==> config.mk <==
export PLATFORM = sky130hd
export DESIGN_NAME = gcf_port
export DESIGN_NICKNAME = d
export VERILOG_FILES = /design/src/gcf_pkg.sv /design/src/gcf_field_merge.sv /design/src/gcf_port.sv
export SDC_FILE = /design/constraint.sdc
export NUM_CORES = 1
export LEC_CHECK = 0
export BUFFER_PORTS_ARGS = -buffer_cell sky130_fd_sc_hd__buf_4
export CAP_MARGIN = 10
export CORE_ASPECT_RATIO = 0.8
export CORE_MARGIN = 2
export CORE_UTILIZATION = 45
export DETAILED_ROUTE_END_ITERATION = 16
export PLACE_DENSITY_LB_ADDON = 0.12
export SLEW_MARGIN = 20
export SYNTH_ARGS = -nofsm -noshare
export SYNTH_HDL_FRONTEND = slang
export SYNTH_SLANG_ARGS = --single-unit
==> constraint.sdc <==
create_clock -name aclk -period 6.6 [get_ports aclk]
set_input_delay 0.33 -clock aclk [delete_from_list [all_inputs] [get_ports aclk]]
set_output_delay 0.33 -clock aclk [all_outputs]
set_load 0.02 [all_outputs]
==> src/gcf_pkg.sv <==
package gcf_pkg;
  // register byte offsets
  localparam logic [7:0] OFF_MODE = 8'h00;
  localparam logic [7:0] OFF_OTYPE = 8'h04;
  localparam logic [7:0] OFF_SPEED = 8'h08;
  localparam logic [7:0] OFF_PULL = 8'h0c;
  localparam logic [7:0] OFF_INPUT = 8'h10;
  localparam logic [7:0] OFF_OUTPUT = 8'h14;
  localparam logic [7:0] OFF_SETCLR = 8'h18;
  localparam logic [7:0] OFF_FREEZE = 8'h1c;
  localparam logic [7:0] OFF_AF_LOW = 8'h20;
  localparam logic [7:0] OFF_AF_HIGH = 8'h24;
  localparam logic [7:0] OFF_CLEAR = 8'h28;
  // field positions and values
  localparam int KEY_BIT = 16;
  localparam logic [1:0] MODE_ALTFUNC = 2'b10;
  // reset values and response codes
  localparam logic [31:0] RST_ZERO = 32'h0000_0000;
  localparam logic [1:0] RESP_OKAY = 2'b00;
  localparam logic [1:0] RESP_SLVERR = 2'b10;
  // key sequence tracker
  typedef enum logic [1:0] {
    GCF_KEY_IDLE,
    GCF_KEY_ONE,
    GCF_KEY_ZERO
  } gcf_key_e;
endpackage : gcf_pkg

==> src/gcf_field_merge.sv <==
`timescale 1ns/1ns
// per-pin guarded merge of a write into a packed field register
module gcf_field_merge #(
  parameter int FW = 2
) (
  // values
  input wire logic [31:0] old_val,
  input wire logic [31:0] wr_val,
  input wire logic [3:0] wstrb,
  // pins frozen
  input wire logic [31/FW:0] frozen,
  // merged result
  output logic [31:0] new_val
);
  // a field changes only when unfrozen and its byte lane is strobed
  always_comb begin
    new_val = old_val;
    for (int i = 0; i < 32; i++) begin
      if (!frozen[i/FW] && wstrb[i/8]) begin
        new_val[i] = wr_val[i];
      end
    end
  end
endmodule : gcf_field_merge

==> src/gcf_port.sv <==
`timescale 1ns/1ns
// Contract
// freeze bits 15:0 writable only while key bit reads zero
// freeze bit one protects that pin once the key is armed
// key arms on writes key1, key0, key1 with mask, then read; code arms on the third write, no read needed
// software keeps the same mask on all three key writes
// any wrong key, order or mask aborts the arming attempt
// after arming the freeze register is unwritable until reset
// key bit reads one after first arming until any reset
// software may read the key bit to confirm arming
// protected pin configuration unmodifiable until system reset; code drops protection on peripheral reset too
// freeze register resets to zero, bits 31:17 reserved
// low bank holds 4-bit function selectors for pins 0..7
// high bank selectors for pins 8..15, both reset to zero
// bit-clear register is write-only and reads as zero
// writing one clears matching output latch bit, zero no effect
// function selector applies only when pin mode field is 10
// output latch is 16-bit rw, also changed by set/clear regs
// frozen pins ignore mode, type, speed, pull, function writes
// key tracker restarts idle after abort or reset
module gcf_port (
  // clock and resets
  input wire logic aclk,
  input wire logic aresetn,
  input wire logic periph_rst_n,
  // axi4-lite write address
  input wire logic [7:0] s_awaddr,
  input wire logic s_awvalid,
  output logic s_awready,
  // axi4-lite write data
  input wire logic [31:0] s_wdata,
  input wire logic [3:0] s_wstrb,
  input wire logic s_wvalid,
  output logic s_wready,
  // axi4-lite write response
  output logic [1:0] s_bresp,
  output logic s_bvalid,
  input wire logic s_bready,
  // axi4-lite read address
  input wire logic [7:0] s_araddr,
  input wire logic s_arvalid,
  output logic s_arready,
  // axi4-lite read data
  output logic [31:0] s_rdata,
  output logic [1:0] s_rresp,
  output logic s_rvalid,
  input wire logic s_rready,
  // pad side
  input wire logic [15:0] pin_in,
  output logic [31:0] pin_mode_field,
  output logic [15:0] pin_otype,
  output logic [31:0] pin_speed,
  output logic [31:0] pin_pull,
  output logic [15:0] output_latch,
  output logic [63:0] pin_func_active,
  output logic freeze_key
);
  logic [31:0] aw_addr_q;
  logic aw_full;
  logic [31:0] w_data_q;
  logic [3:0] w_strb_q;
  logic w_full;
  logic [15:0] pin_freeze_bit;
  logic key_sticky;
  logic [15:0] seq_mask;
  gcf_pkg::gcf_key_e key_state;
  logic [31:0] altfunc_sel_low;
  logic [31:0] altfunc_sel_high;
  logic [15:0] in_meta;
  logic [15:0] in_sync;
  logic [31:0] next_mode;
  logic [31:0] next_speed;
  logic [31:0] next_pull;
  logic [31:0] next_af_low;
  logic [31:0] next_af_high;
  logic [31:0] pin2_frozen;
  logic do_write;
  logic [7:0] wa;
  logic wr_known;
  logic frozen_now;

  // two-bit fields map to pins by index/2, so expand each freeze bit
  function automatic logic [31:0] pair_mask(input logic [15:0] m);
    logic [31:0] r;
    r = '0;
    for (int i = 0; i < 16; i++) begin
      r[2*i] = m[i];
      r[2*i+1] = m[i];
    end
    return r;
  endfunction : pair_mask

  // address decode shared by read and write paths
  function automatic logic addr_known(input logic [7:0] a);
    return a[1:0] == 2'b00 && a <= gcf_pkg::OFF_CLEAR;
  endfunction : addr_known

  // one key step: full-word strobe, expected key value, unchanged mask
  function automatic logic key_step(input logic [31:0] d,
                                    input logic [3:0] s,
                                    input logic [15:0] m,
                                    input logic k);
    return d[gcf_pkg::KEY_BIT] == k && s == 4'hf && d[15:0] == m;
  endfunction : key_step

  // selector passes only in multiplexing mode, other modes show zero
  function automatic logic [3:0] func_gate(input logic [1:0] mode,
                                           input logic [3:0] sel);
    return mode == gcf_pkg::MODE_ALTFUNC ? sel : 4'h0;
  endfunction : func_gate

  assign frozen_now = key_sticky;
  assign wa = aw_addr_q[7:0];
  assign do_write = aw_full && w_full && !s_bvalid;
  assign wr_known = addr_known(wa);
  assign s_awready = !aw_full;
  assign s_wready = !w_full;
  assign s_arready = !s_rvalid;
  assign freeze_key = key_sticky;

  // address and data latched independently, either order
  always_ff @(posedge aclk) begin
    if (!aresetn) begin
      aw_full <= 1'b0;
      aw_addr_q <= gcf_pkg::RST_ZERO;
      w_full <= 1'b0;
      w_data_q <= gcf_pkg::RST_ZERO;
      w_strb_q <= 4'h0;
    end else begin
      if (s_awvalid && s_awready) begin
        aw_full <= 1'b1;
        aw_addr_q <= {24'h00_0000, s_awaddr};
      end else if (do_write) begin
        aw_full <= 1'b0;
      end
      if (s_wvalid && s_wready) begin
        w_full <= 1'b1;
        w_data_q <= s_wdata;
        w_strb_q <= s_wstrb;
      end else if (do_write) begin
        w_full <= 1'b0;
      end
    end
  end

  // write response one cycle after both halves are held
  always_ff @(posedge aclk) begin
    if (!aresetn) begin
      s_bvalid <= 1'b0;
      s_bresp <= gcf_pkg::RESP_OKAY;
    end else if (do_write) begin
      s_bvalid <= 1'b1;
      s_bresp <= wr_known ? gcf_pkg::RESP_OKAY : gcf_pkg::RESP_SLVERR;
    end else if (s_bready) begin
      s_bvalid <= 1'b0;
    end
  end

  // key tracker; full-word writes only, else the step counts as wrong
  // peripheral reset drops the key too, so protection lapses with it
  always_ff @(posedge aclk) begin
    if (!aresetn || !periph_rst_n) begin
      key_state <= gcf_pkg::GCF_KEY_IDLE;
      seq_mask <= 16'h0000;
      key_sticky <= 1'b0;
    end else if (do_write && wa == gcf_pkg::OFF_FREEZE && !key_sticky) begin
      unique case (key_state)
        gcf_pkg::GCF_KEY_IDLE: begin
          if (w_data_q[gcf_pkg::KEY_BIT] && w_strb_q == 4'hf) begin
            key_state <= gcf_pkg::GCF_KEY_ONE;
            seq_mask <= w_data_q[15:0];
          end
        end
        gcf_pkg::GCF_KEY_ONE: begin
          if (key_step(w_data_q, w_strb_q, seq_mask, 1'b0)) begin
            key_state <= gcf_pkg::GCF_KEY_ZERO;
          end else begin
            key_state <= gcf_pkg::GCF_KEY_IDLE;
          end
        end
        gcf_pkg::GCF_KEY_ZERO: begin
          key_state <= gcf_pkg::GCF_KEY_IDLE;
          if (key_step(w_data_q, w_strb_q, seq_mask, 1'b1)) begin
            key_sticky <= 1'b1;
          end // else aborted
        end
        default: begin
          // unused encoding, fall back to idle
          key_state <= gcf_pkg::GCF_KEY_IDLE;
        end
      endcase
    end
  end

  // freeze bits; only system reset clears them, peripheral reset keeps them but unfreezes via the key
  // every key write lands here too, carrying the same mask
  always_ff @(posedge aclk) begin
    if (!aresetn) begin
      pin_freeze_bit <= 16'h0000;
    end else if (do_write && wa == gcf_pkg::OFF_FREEZE && !key_sticky) begin

      if (w_strb_q[0]) pin_freeze_bit[7:0] <= w_data_q[7:0];
      if (w_strb_q[1]) pin_freeze_bit[15:8] <= w_data_q[15:8];
    end
  end

  // protection only counts once the key is armed
  assign pin2_frozen = frozen_now ? pair_mask(pin_freeze_bit) : '0;

  gcf_field_merge #(.FW(2)) u_mode (
    .old_val(pin_mode_field),
    .wr_val(w_data_q),
    .wstrb(w_strb_q),
    .frozen(frozen_now ? pin_freeze_bit : 16'h0000),
    .new_val(next_mode)
  );
  gcf_field_merge #(.FW(2)) u_speed (
    .old_val(pin_speed),
    .wr_val(w_data_q),
    .wstrb(w_strb_q),
    .frozen(frozen_now ? pin_freeze_bit : 16'h0000),
    .new_val(next_speed)
  );
  gcf_field_merge #(.FW(2)) u_pull (
    .old_val(pin_pull),
    .wr_val(w_data_q),
    .wstrb(w_strb_q),
    .frozen(frozen_now ? pin_freeze_bit : 16'h0000),
    .new_val(next_pull)
  );
  gcf_field_merge #(.FW(4)) u_af_low (
    .old_val(altfunc_sel_low),
    .wr_val(w_data_q),
    .wstrb(w_strb_q),
    .frozen(frozen_now ? pin_freeze_bit[7:0] : 8'h00),
    .new_val(next_af_low)
  );
  gcf_field_merge #(.FW(4)) u_af_high (
    .old_val(altfunc_sel_high),
    .wr_val(w_data_q),
    .wstrb(w_strb_q),
    .frozen(frozen_now ? pin_freeze_bit[15:8] : 8'h00),
    .new_val(next_af_high)
  );

  // configuration registers, writes masked per frozen pin
  // otype has one bit per pin, so it reads the even bit of each pair
  always_ff @(posedge aclk) begin
    if (!aresetn) begin
      pin_mode_field <= gcf_pkg::RST_ZERO;
      pin_otype <= 16'h0000;
      pin_speed <= gcf_pkg::RST_ZERO;
      pin_pull <= gcf_pkg::RST_ZERO;
      altfunc_sel_low <= gcf_pkg::RST_ZERO;
      altfunc_sel_high <= gcf_pkg::RST_ZERO;
    end else if (do_write) begin
      unique case (wa)
        gcf_pkg::OFF_MODE: pin_mode_field <= next_mode;
        gcf_pkg::OFF_OTYPE: begin
          for (int i = 0; i < 16; i++) begin
            if (!pin2_frozen[2*i] && w_strb_q[i/8]) begin
              pin_otype[i] <= w_data_q[i];
            end
          end
        end
        gcf_pkg::OFF_SPEED: pin_speed <= next_speed;
        gcf_pkg::OFF_PULL: pin_pull <= next_pull;
        gcf_pkg::OFF_AF_LOW: altfunc_sel_low <= next_af_low;
        gcf_pkg::OFF_AF_HIGH: altfunc_sel_high <= next_af_high;
        default: begin
        end
      endcase
    end
  end

  // output latch: direct write, set/clear and clear registers
  always_ff @(posedge aclk) begin
    if (!aresetn) begin
      output_latch <= 16'h0000;
    end else if (do_write) begin
      if (wa == gcf_pkg::OFF_OUTPUT) begin
        if (w_strb_q[0]) output_latch[7:0] <= w_data_q[7:0];
        if (w_strb_q[1]) output_latch[15:8] <= w_data_q[15:8];
      end else if (wa == gcf_pkg::OFF_SETCLR) begin
        // set half wins over clear half on the same pin
        output_latch <= (output_latch & ~w_data_q[31:16])
                        | w_data_q[15:0];
      end else if (wa == gcf_pkg::OFF_CLEAR) begin
        output_latch <= output_latch & ~w_data_q[15:0];
      end
    end
  end

  // selector drives the pin only in multiplexing mode
  always_comb begin
    for (int p = 0; p < 8; p++) begin
      pin_func_active[4*p +: 4] =
        func_gate(pin_mode_field[2*p +: 2], altfunc_sel_low[4*p +: 4]);
      pin_func_active[32+4*p +: 4] =
        func_gate(pin_mode_field[16+2*p +: 2], altfunc_sel_high[4*p +: 4]);
    end
  end

  // pad inputs are asynchronous, two flops before use
  always_ff @(posedge aclk) begin
    if (!aresetn) begin
      in_meta <= 16'h0000;
      in_sync <= 16'h0000;
    end else begin
      in_meta <= pin_in;
      in_sync <= in_meta;
    end
  end

  // read path, one-cycle latency
  // decode on the live address; arready stays low while an answer waits
  always_ff @(posedge aclk) begin
    if (!aresetn) begin
      s_rvalid <= 1'b0;
      s_rdata <= gcf_pkg::RST_ZERO;
      s_rresp <= gcf_pkg::RESP_OKAY;
    end else if (s_arvalid && s_arready) begin
      s_rvalid <= 1'b1;
      s_rresp <= addr_known(s_araddr) ? gcf_pkg::RESP_OKAY
                                      : gcf_pkg::RESP_SLVERR;
      unique case (s_araddr)
        gcf_pkg::OFF_MODE: s_rdata <= pin_mode_field;
        gcf_pkg::OFF_OTYPE: s_rdata <= {16'h0000, pin_otype};
        gcf_pkg::OFF_SPEED: s_rdata <= pin_speed;
        gcf_pkg::OFF_PULL: s_rdata <= pin_pull;
        gcf_pkg::OFF_INPUT: s_rdata <= {16'h0000, in_sync};
        gcf_pkg::OFF_OUTPUT: s_rdata <= {16'h0000, output_latch};
        gcf_pkg::OFF_FREEZE: begin
          s_rdata <= {15'h0000, key_sticky, pin_freeze_bit};
        end
        gcf_pkg::OFF_AF_LOW: s_rdata <= altfunc_sel_low;
        gcf_pkg::OFF_AF_HIGH: s_rdata <= altfunc_sel_high;
        default: s_rdata <= gcf_pkg::RST_ZERO; // clear, set/clear
      endcase
    end else if (s_rready) begin
      s_rvalid <= 1'b0;
    end
  end
endmodule : gcf_port

==> Word-level counts from Yosys, hierarchy flattened <==
Cells that the tools add are included.
{ "classes": {"div_mod_pow": 0, "shift": 0, "n_eq_ne": 40, "muxes": 38, "add_sub_neg": 0, "n_mul": 0, "n_bitwise": 6, "magnitude_cmp": 2, "reduce_logical": 214} }
{ "ops": {"columns": ["cell", "n"], "rows": [
  ["$pmux W32 S9", 1],
  ["$reduce_and A3 Y1", 84],
  ["$mux W16", 4],
  ["$mux W4", 16],
  ["$logic_and A1 B1 Y1", 61],
  ["$logic_not A1 Y1", 55],
  ["$eq A8 B5 Y1 const B", 6],
  ["$eq A8 B6 Y1 const B", 5],
  ["$eq A2 B2 Y1 const B", 17],
  ["$and A16 B16 Y16", 2],
  ["$eq A8 B4 Y1 const B", 4],
  ["$mux W8", 4],
  ["$not A16 Y16", 2],
  ["$mux W31", 1],
  ["$eq A16 B16 Y1", 1],
  ["$eq A8 B3 Y1 const B", 2],
  ["$le A8 B6 Y1 const B", 2],
  ["$logic_not A8 Y1", 2],
  ["$or A16 B16 Y16", 1],
  ["$mux W2", 4],
  ["$reduce_bool A2 Y1", 4],
  ["$mux W1", 7],
  ["$logic_not A2 Y1", 3],
  ["$ne A2 B2 Y1 const B", 3],
  ["7 further kinds", 9]
]} }
{ "word_totals": {"elab_cells": 399, "latchBits": 0, "mem_count": 0, "ff_bits": 343, "out_inout_bits": 234, "ram_bits": 0, "mem_bits_ro": 0} }

==> Logic depth before layout (Yosys ltp) <==
Gate-level depths: netlist of run 1.
{ "depth": {"depth_word": 5, "ltp_mapped": 8} }

==> Modules after synthesis <==
From an unflattened synthesis of run 1, not the netlist that was laid out.
{ "hier_totals": {"hier_cells": 1938, "area_unflattened_um2": 17788.3} }
{ "by_module_without_submodules": {"columns": ["mod", "area_per_inst_um2", "seq_area_each_um2", "n_inst", "cells_per_inst"], "rows": [
  ["gcf_port", 15225.9, 6826.5, 1, 1714],
  ["gcf_field_merge (u_mode ...)", 460.4, 0.0, 3, 48],
  ["gcf_field_merge (u_af_high ...)", 590.6, 0.0, 2, 40]
]} }

==> Worst setup path before layout of run 1 <==
Ideal clock, no wire load.
{ "synth_timing": {"path_kind": "register to register", "startpoint": "reg aw_addr_q[4]", "endpoint": "reg seq_mask[10]", "required_time_ns": 6.468, "period_less_slack_ns": 2.335, "path_slack_ns": 4.265, "n_path_buf": 2, "t_arrival_ns": 2.202, "path_stages_with_launch": 8, "path_cell_list": "dfxtp_1 -> or4b_1 -> buf_2 -> nor4_2 -> nand3b_2 -> clkbuf_1 -> nand2_1 -> a21oi_1"} }
{ "synth_via": {"elab_chain_cells": 4} }
{ "synth_lines": {"columns": ["element", "line_no", "source"], "rows": [
  ["start: declaration", "gcf_port.sv:58", "logic [31:0] aw_addr_q;"],
  ["start signal: assignment", "gcf_port.sv:125", "aw_addr_q <= gcf_pkg::RST_ZERO;"],
  ["start signal: assignment", "gcf_port.sv:132", "aw_addr_q <= {24'h00_0000, s_awaddr};"],
  ["$eq A8 B5 Y1", "gcf_port.sv:166", "end else if (do_write && wa == gcf_pkg::OFF_FREEZE && !key_sticky) begin"],
  ["$logic_and A1 B1 Y1 (2 in series)", "gcf_port.sv:166", null],
  ["$reduce_and A3 Y1 (no line)", null, null],
  ["end signal: assignment", "gcf_port.sv:171", "seq_mask <= w_data_q[15:0];"],
  ["end: declaration", "gcf_port.sv:65", "logic [15:0] seq_mask;"]
]} }
No other way between the ends.
A chain may end at the register's enable or synchronous reset.

==> Worst setup path after layout of run 1 <==
{ "layout_timing": {"startpoint": "reg aw_addr_q[5]", "endpoint": "reg seq_mask[2]"} }
The elaborated chain is that of the path after synthesis.

==> results of run 1 <==
-- state kept, by name, summed over array words and instances, names as in the netlist, 32 cells and up --
register	flops
altfunc_sel_high	32
altfunc_sel_low	32
pin_mode_field	32
pin_pull	32
pin_speed	32
s_rdata	32
w_data_q	32
-- synth_stat cells (29+ instances only) --
cell type    n  area share
nand3_1     93       0.030
and2_1     112       0.046
nor2b_1     81       0.033
clkbuf_1   100       0.024
a22o_1      29       0.017
nand2_1    383       0.093
mux2i_1    186        0.12
o21ai_0     89       0.029
a21oi_1     56       0.018
dfxtp_1    341        0.44
nor2_1      43       0.010
a21boi_0    45       0.022
-- cell usage in the layout (no fill, tap or decap), types with 7 or more instances in the layout --
| master | instances |
|---|---|
| mux2i_1 | 186 |
| mux2_2 | 13 |
| nand2_1 | 382 |
| and2_1 | 112 |
| nor2b_1 | 78 |
| a22o_1 | 29 |
| nand2b_1 | 7 |
| o2bb2ai_1 | 7 |
| nand3_1 | 93 |
| clkbuf_8 | 11 |
| nor4_1 | 7 |
| nor2_1 | 38 |
| xor2_1 | 17 |
| clkbuf_1 | 8 |
| dfxtp_1 | 341 |
| clkbuf_16 | 37 |
| a21boi_0 | 45 |
| buf_4 | 319 |
| nand4_1 | 7 |
| a21oi_1 | 56 |
| a221oi_1 | 17 |
| a22oi_1 | 23 |
| dlygate4sd3_1 | 8 |
| and3_1 | 12 |
| o21ai_0 | 89 |
| nor3_1 | 11 |
-- layer usage --
metal | up-vias | GRT usage | share of wire
li1 | 6662 | - | -
met1 | 6894 | 0.4499 | 0.43
met2 | 745 | 0.4807 | 0.43
met3 | 116 | 0.07661 | 0.11
met4 | 0 | 0.1044 | 0.031
met5 | - | 0 | 0
-- kinds of logic (layout without fill, tap and decap cells) --
| group | after synthesis | count (layout) | share of synthesized area |
|---|---|---|---|
| muxes | 201 | 201 | 0.1335 |
| DFF | 341 | 341 | 0.4437 |
| and+or+nand+nor | 784 | 784 | 0.2461 |
| buffers and inverters | 128 | 396 | 0.03310 |
| AOI/OAI and AO/OA | 310 | 310 | 0.1337 |
| xor gates and xnor gates | 17 | 17 | 0.009678 |
| other | 1 | 2 | 0.0002437 |
-- timing repair --
| item | CTS | global route |
|---|---|---|
| endpoints found under the hold margin | 8 | 0 |
| hold buffers | 8 | 0 |
| setup endpoints to repair | 0 | 0 |
-- worst min path at each step --
stage | startpoint | endpoint | cells past startpoint
after floorplan | in_meta[0]$_SDFF_PN0_ | in_sync[0]$_SDFF_PN0_ | 1
after global placement | in_meta[6]$_SDFF_PN0_ | in_sync[6]$_SDFF_PN0_ | 1
final | pin_in[2] | in_meta[2]$_SDFF_PN0_ | 2
after global routing | pin_in[6] | in_meta[6]$_SDFF_PN0_ | 2
after detailed placement | in_meta[6]$_SDFF_PN0_ | in_sync[6]$_SDFF_PN0_ | 1
after CTS | pin_in[2] | in_meta[2]$_SDFF_PN0_ | 2
-- stage by stage --
stage	power [uW]	worst slack (ps)
after floorplan	2323	4265
after global placement	2444	3326
after detailed placement	2448	3238
after CTS	4497	3193
after global routing	4616	2965
final	4493	3185
-- worst reg2reg max path, cell delays in order, from the launching register on --
cell	delay (ps)
dfxtp_1	480
or4b_1	900
or4_1	810
nor4_4	840
nand2_1	120
a21oi_1	170
-- layout make-up --
class / count / area, um2
Fill cell: 3111 / 14470
Multi-Input combinational cell: 1314 / 8097
Sequential cell: 341 / 6827
Timing Repair Buffer: 328 / 2489
Clock buffer: 55 / 1094
Tap cell: 434 / 543.0
Clock inverter: 8 / 96.34
Inverter: 5 / 18.77
-- power breakdown --
part           switching, uW  internal [uW]
registers               57.4           2090
logic                    170           99.7
clock network            859           1220
total                   1090           3410
==> flow_summary.ini, run 1 <==
[power]
p_leak_uw = 0.008319
p_per_area_nw_per_um2 = 234.5
ir_worst_vdd_v = 0.0001705

[route]
drt_iter0_markers = 1732
dr.pass1.iters = 5
vias_per_cell = 5.802
num_vias = 14420
drc = 0
routedWlPerCell_um = 23.70
final_antenna_net_count = 0
drt-total-wl_um = 58900

[worst_setup_path]
crit_buf_inv = 0
cp-end-kind = flip-flop
worst-path-max-fanout = 21
crit_required_ps = 7040
critPathLaunchType = flip-flop
cp.arrival_ps = 3860
worstReg2RegEnd = seq_mask[2]$_SDFFE_PP0P_
cp_slowest_cell = or4b_1
cp_cell_sequence = or4b_1, or4_1, nor4_4, nand2_1, a21oi_1
crit_path_start = aw_addr_q[5]$_SDFFE_PN0P_
critPathKind = reg2reg
critPathTopFamily = simple AND/OR/NAND/NOR gates
reg2reg_depth = 5
r2r_setup_slack_ps = 3180
path_depth = 5
crit_path_max_incr_delay_ps = 900
r2r_start = aw_addr_q[5]$_SDFFE_PN0P_
crit_end = seq_mask[2]$_SDFFE_PP0P_

[run]
cap_violations = 0

[clock_network]
clock_path_buffers = 3
cts_setup_buffers = 0
cts_resized = 0
cts_tree = built
htreeDepth = 2
cts_inserted_buffers = 37
path_clk_slew_ps = 60
clock-sinks = 341
clock_latency_ps = 540
cts-root-buf = clkbuf_16

[die]
rows = 60
dieArea_um2 = 35690
start_util = 0.4574
die_x_um = 210.7
ios = 310
die_h_um = 169.4
core_um2 = 33630

[synthesis]
netlist_instances = 1782
synth_seq_cells = 341
syn_avg_cell_area_um2 = 8.633
synth_edf_count = 0
ys_seq_area_frac = 0.4437
yosys_warnings = 0
ys.flop_type = dfxtp_1
synth.distinct_cells = 58
syn_area_um2 = 15380
async_reset_ff_frac = 0

[cells_and_area]
final_cells = 2485
diodes = 0
final_area_um2 = 19160
utilization = 0.5698
layout-drive-gt1-share = 0.2004
fin_nets = 2103
syn_to_final_growth_pct = 24.56

[sta]
tightest_slew_ps = 1273
finalSetupTns_ps = 0
slew_headroom = 0.1451
final_max_slew_viol_count = 0
fin_hold_ws_ps = 6.058
max_freq_mhz = 292.8
hold_viol_final = 0
rsz0062_at_grt = false
period_needed_ps = 3415
post-route-period-util = 0.5174
final-setup-viol-count = 0
fin_skew_ps = 25.70

[place]
dp_hpwl_um = 42830
routabilityCongestion = 0.9204
place.port_buffers = 307
dp_cells = 2414
dpl_cell_area_um2 = 17890

[global_route]
antenna_found_initial = 1
grt_max_degree = 120
grt_pass1_wl_um = 85460
grt_pass1_vias = 13510
overflow = 0
grt_usage = 0.3194

[hold_path]
min_path_type = in2reg

[outcome]
status = finished clean
(Power assumes the default switching activity.)
==> run 2: changes to the inputs <==
Clock period 6.6 ns to 3.26 ns, I/O delays scaled along.
==> run 2 against run 1 <==
Combinational power is 130% higher. Non-clock buffer count is 83 higher. Clock power is 99% higher. Critical path depth is 1 higher. Design area is 3.9% higher. Critical path type unchanged. Critical endpoint is now seq_mask[1]$_SDFFE_PP0P_. Largest cell class unchanged.
==> flow_summary.ini, run 2 (synthesis gave the netlist of run 1 again) <==
[clock_network]
path_clk_slew_ps = 60
clock-sinks = 341
cts_setup_buffers = 0
htreeDepth = 2
clock_path_buffers = 3
cts-root-buf = clkbuf_16
cts_inserted_buffers = 37
clock_latency_ps = 540
cts_tree = built

[cells_and_area]
fin_nets = 2186
layout-drive-gt1-share = 0.2000
final_cell_mix = 382 x nand2_1, 343 x buf_4, 341 x dfxtp_1, 186 x mux2i_1, 112 x and2_1
fill_cells = 3056
utilization = 0.5918
diodes = 0
final_common_cell = nand2_1
syn_to_final_growth_pct = 29.37

[sta]
final_max_slew_viol_count = 0
rsz0062_at_grt = false
fin_hold_ws_ps = 94.51
slew_headroom = 0.2728
max_freq_mhz = 340.0
post-route-period-util = 0.9023
fin_skew_ps = 12.79
final-setup-viol-count = 0
finalSetupTns_ps = 0
period_needed_ps = 2942
tightest_slew_ps = 1088
hold_viol_final = 0

[global_route]
antenna_found_initial = 1
grt_max_degree = 121
overflow = 0
top_usage_layer = met2
use_met1 = 0.4541
grt_pass1_vias = 14070
grt_pass1_wl_um = 87510
grtUsageMet2 = 0.4926
grtUsageMet3 = 0.07772
grt_usage = 0.3254

[power]
ir_worst_vdd_v = 0.0003227
p_leak_uw = 0.008679
p_total_uw = 9087
p_per_area_nw_per_um2 = 456.6
clkPwrFrac = 0.454
power_frac_seq = 0.477
p_int_uw = 6872
swShare = 0.2438
power.switching_uw = 2215
comb_power_share = 0.069

[worst_setup_path]
critPathKind = reg2reg
r2r_setup_slack_ps = 320
critPathLaunchType = flip-flop
crit_buf_inv = 1
crit_path_max_incr_delay_ps = 740
worst-path-max-fanout = 12
cp.arrival_ps = 3390
critPathTopFamily = simple AND/OR/NAND/NOR gates
cp_slowest_cell = or4_1
cp-end-kind = flip-flop
crit_required_ps = 3710
cp_cell_sequence = or4b_1, or4_1, nor4_4, buf_4, nand2_1, a21oi_1

[die]
die_x_um = 210.7
core_um2 = 33630
start_util = 0.4574
die_h_um = 169.4
dieArea_um2 = 35690
rows = 60
ios = 310

[hold_path]
min_path_type = in2reg

[route]
final_antenna_net_count = 0
drt_iter0_markers = 1433
dr.pass1.iters = 5
drt-total-wl_um = 59780
drc = 0
vias_per_cell = 5.790
num_vias = 14880
routedWlPerCell_um = 23.27

[outcome]
status = finished clean

[place]
dp_hpwl_um = 43670
place.port_buffers = 307
routabilityCongestion = 0.9436

[run]
cap_violations = 0
==> run 2: final cells by class <==
| type | instances | area [um2] | share of cell area |
|---|---|---|---|
| Clock buffer | 55 | 1086 | 0.05457 |
| Clock inverter | 9 | 80.08 | 0.004023 |
| Multi-Input combinational cell | 1314 | 8079 | 0.4059 |
| Sequential cell | 341 | 6827 | 0.3430 |
| Inverter | 5 | 18.77 | 0.0009430 |
| Timing Repair Buffer | 411 | 3269 | 0.1643 |
| Tap cell | 434 | 543.0 | 0.02728 |
==> run 2: power groups by stage <==
stage               combinational, uW  clock [uW]  sequential, uW
CTS                               618        4140            4320
detailed placement                553           0            4420
floorplan                         358           0            4350
finish                            631        4130            4330
global route                      675        4330            4330
global placement                  546           0            4410
==> run 2: worst paths after layout <==
| check | cells after the start | endpoint | start |
|---|---|---|---|
| setup / recovery | 6 | seq_mask[1]$_SDFFE_PP0P_ | aw_addr_q[5]$_SDFFE_PN0P_ |
| hold / removal | 3 | s_rresp[1]$_SDFFE_PN0P_ | s_araddr[5] |
| setup reg to reg | 6 | seq_mask[1]$_SDFFE_PP0P_ | aw_addr_q[5]$_SDFFE_PN0P_ |
| hold reg to reg | 1 | in_sync[6]$_SDFF_PN0_ | in_meta[6]$_SDFF_PN0_ |
==> run 2: what timing repair did <==
item,CTS,global route
gates resized for setup,0,0
hold buffers,66,0
endpoints found under the hold margin,66,0
==> run 2: worst min-delay path, cell delays in order <==
cell	delay, ps
buf_4	220
o21ai_0	120
a21oi_1	70
==> run 2: per-layer routing <==
| metal | share of wire | up-vias |
|---|---|---|
| met4 | 0.032 | 0 |
| met5 | 0 | - |
| met1 | 0.43 | 7139 |
| met3 | 0.11 | 116 |
| met2 | 0.43 | 786 |
| li1 | - | 6834 |
==> run 2: metrics by stage <==
stage	instances	instance area [um2]	setup WS, ps
after floorplan	1783	15390	925.4
after global placement	2439	18070	480.5
after detailed placement	2439	18080	414.5
after CTS	2569	19900	393.9
after global routing	2569	19900	146.0
final	2569	19900	318.5
==> run 3: changes to the inputs <==
Settings changed: BUFFER_PORTS_ARGS -buffer_cell sky130_fd_sc_hd__buf_4 to -buffer_cell sky130_fd_sc_hd__buf_2.
==> run 3 against run 2 <==
Sequential power is essentially flat. Critical endpoint is now seq_mask[3]$_SDFFE_PP0P_. Flip-flop and latch count is the same. Clock-buffer cell count down 5. Worst setup slack improved by 9.3 ps. Clock skew grew 8.4 ps. Clock power rose by 9.9%. Core utilization is 1.7 points lower. Total power grew 4.3%. Non-clock buffer count rose by 5.
==> flow_summary.ini, run 3 (synthesis gave the netlist of run 1 again) <==
[outcome]
status = finished clean

[worst_setup_path]
critPathLaunchType = flip-flop
crit_required_ps = 3710
cp-end-kind = flip-flop
crit_buf_inv = 1
worst-path-max-fanout = 12
critPathKind = reg2reg
critPathTopFamily = simple AND/OR/NAND/NOR gates
crit_path_max_incr_delay_ps = 740
cp_slowest_cell = or4_1
cp_cell_sequence = or4b_1, or4_1, nor4_4, buf_4, nand2_1, a21oi_1
cp.arrival_ps = 3380

[sta]
finalSetupTns_ps = 0
fin_skew_ps = 21.22
final-setup-viol-count = 0
rsz0062_at_grt = false
max_freq_mhz = 341.0
worst_slack_ps = 327.8
final_max_slew_viol_count = 0
tightest_slew_ps = 975.4
period_needed_ps = 2932
slew_headroom = 0.3482
post-route-period-util = 0.8994
hold_viol_final = 0

[global_route]
overflow = 0
grt_max_degree = 116
grt_pass1_wl_um = 87600
antenna_found_initial = 1
grt_usage = 0.3257
grt_pass1_vias = 13940

[cells_and_area]
fill_cells = 3130
final_cell_mix = 383 x nand2_1, 341 x dfxtp_1, 306 x buf_2, 186 x mux2i_1, 112 x and2_1
seqCellArea_um2 = 6827
fin_nets = 2191
syn_to_final_growth_pct = 25.63
final_common_cell = nand2_1
layout-drive-gt1-share = 0.2049
multiInputGateArea_um2 = 8077

[place]
place_ws_ps = 395.8
dp_hpwl_um = 43640
routabilityCongestion = 0.9226
place.port_buffers = 307

[route]
final_antenna_net_count = 0
vias_per_cell = 5.756
routedWlPerCell_um = 23.16
drc = 0
drt-total-wl_um = 59680
num_vias = 14830
dr.pass1.iters = 5
drt_iter0_markers = 1530

[die]
dieArea_um2 = 35690
die_h_um = 169.4
die_x_um = 210.7
rows = 60
ios = 310
core_um2 = 33630
start_util = 0.4574

[clock_network]
cts_tree = built
htreeDepth = 2
cts-root-buf = clkbuf_16
clock_path_buffers = 3
path_clk_slew_ps = 60
clock-sinks = 341
cts_inserted_buffers = 37
cts_resized = 0
clock_latency_ps = 540

[power]
p_per_area_nw_per_um2 = 490.4
ir_worst_vdd_v = 0.0004158
p_leak_uw = 0.008734

[hold_path]
min_path_type = in2reg

[run]
cap_violations = 0
[run 3: cell type report]
| class | count | area share |
|---|---|---|
| Antenna cell | 1 | 0.0001295 |
| Clock buffer | 50 | 0.05457 |
| Clock inverter | 16 | 0.01308 |
| Inverter | 5 | 0.0009710 |
| Multi-Input combinational cell | 1314 | 0.4179 |
| Sequential cell | 341 | 0.3532 |
| Tap cell | 434 | 0.02809 |
| Timing Repair Buffer | 416 | 0.1321 |
[run 3: final timing paths]
| kind | from | endpoint | slack [ps] | depth (start not counted) |
|---|---|---|---|---|
| max reg2reg | aw_addr_q[5]$_SDFFE_PN0P_ | seq_mask[3]$_SDFFE_PP0P_ | 330 | 6 |
| min reg2reg | in_meta[7]$_SDFF_PN0_ | in_sync[7]$_SDFF_PN0_ | 430 | 1 |
| min | s_araddr[0] | s_rdata[0]$_SDFFE_PN0P_ | 140 | 4 |
| max | aw_addr_q[5]$_SDFFE_PN0P_ | seq_mask[3]$_SDFFE_PP0P_ | 330 | 6 |
[run 3: metrics by stage]
| step | instance area (um2) | instances | hold WS, ps | total power (uW) | utilization |
|---|---|---|---|---|---|
| 6_report | 19330 | 2577 | 142.6 | 9478 | 0.5747 |
| 5_1_grt | 19330 | 2576 | 173.4 | 9722 | 0.5746 |
| 4_1_cts | 19330 | 2576 | 120.9 | 9495 | 0.5746 |
| 3_5_place_dp | 17360 | 2444 | 374.2 | 4948 | 0.5161 |
| 3_3_place_gp | 17360 | 2444 | 374.1 | 4942 | 0.5161 |
| 2_1_floorplan | 15390 | 1783 | 278.8 | 4703 | - |
[run 3: what timing repair did]
action                    in CTS  in global routing
hold buffers                  66                  0
hold endpoints to repair      66                  0
buffers inserted               0                  0
[run 3: layer usage]
| layer | share of wire | global-route usage |
|---|---|---|
| met1 | 0.43 | 0.4615 |
| met2 | 0.44 | 0.4985 |
| met3 | 0.10 | 0.06421 |
| met4 | 0.032 | 0.1044 |
| met5 | 0.00022 | 0 |
[run 3: report_power, final]
group          switching (uW)  leakage [uW]  internal (uW)
clock network            1790      0.000634           2760
registers                97.4       0.00276           4220
logic                     374       0.00534            239
total                    2260       0.00873           7220
[run 3: tightest hold or removal path: cells and delay by family]
family                 cells  cell delay (ps)
AO/OA/AOI/OAI              1               80
buffers and inverters      1              160
AND/OR/NAND/NOR            2              220
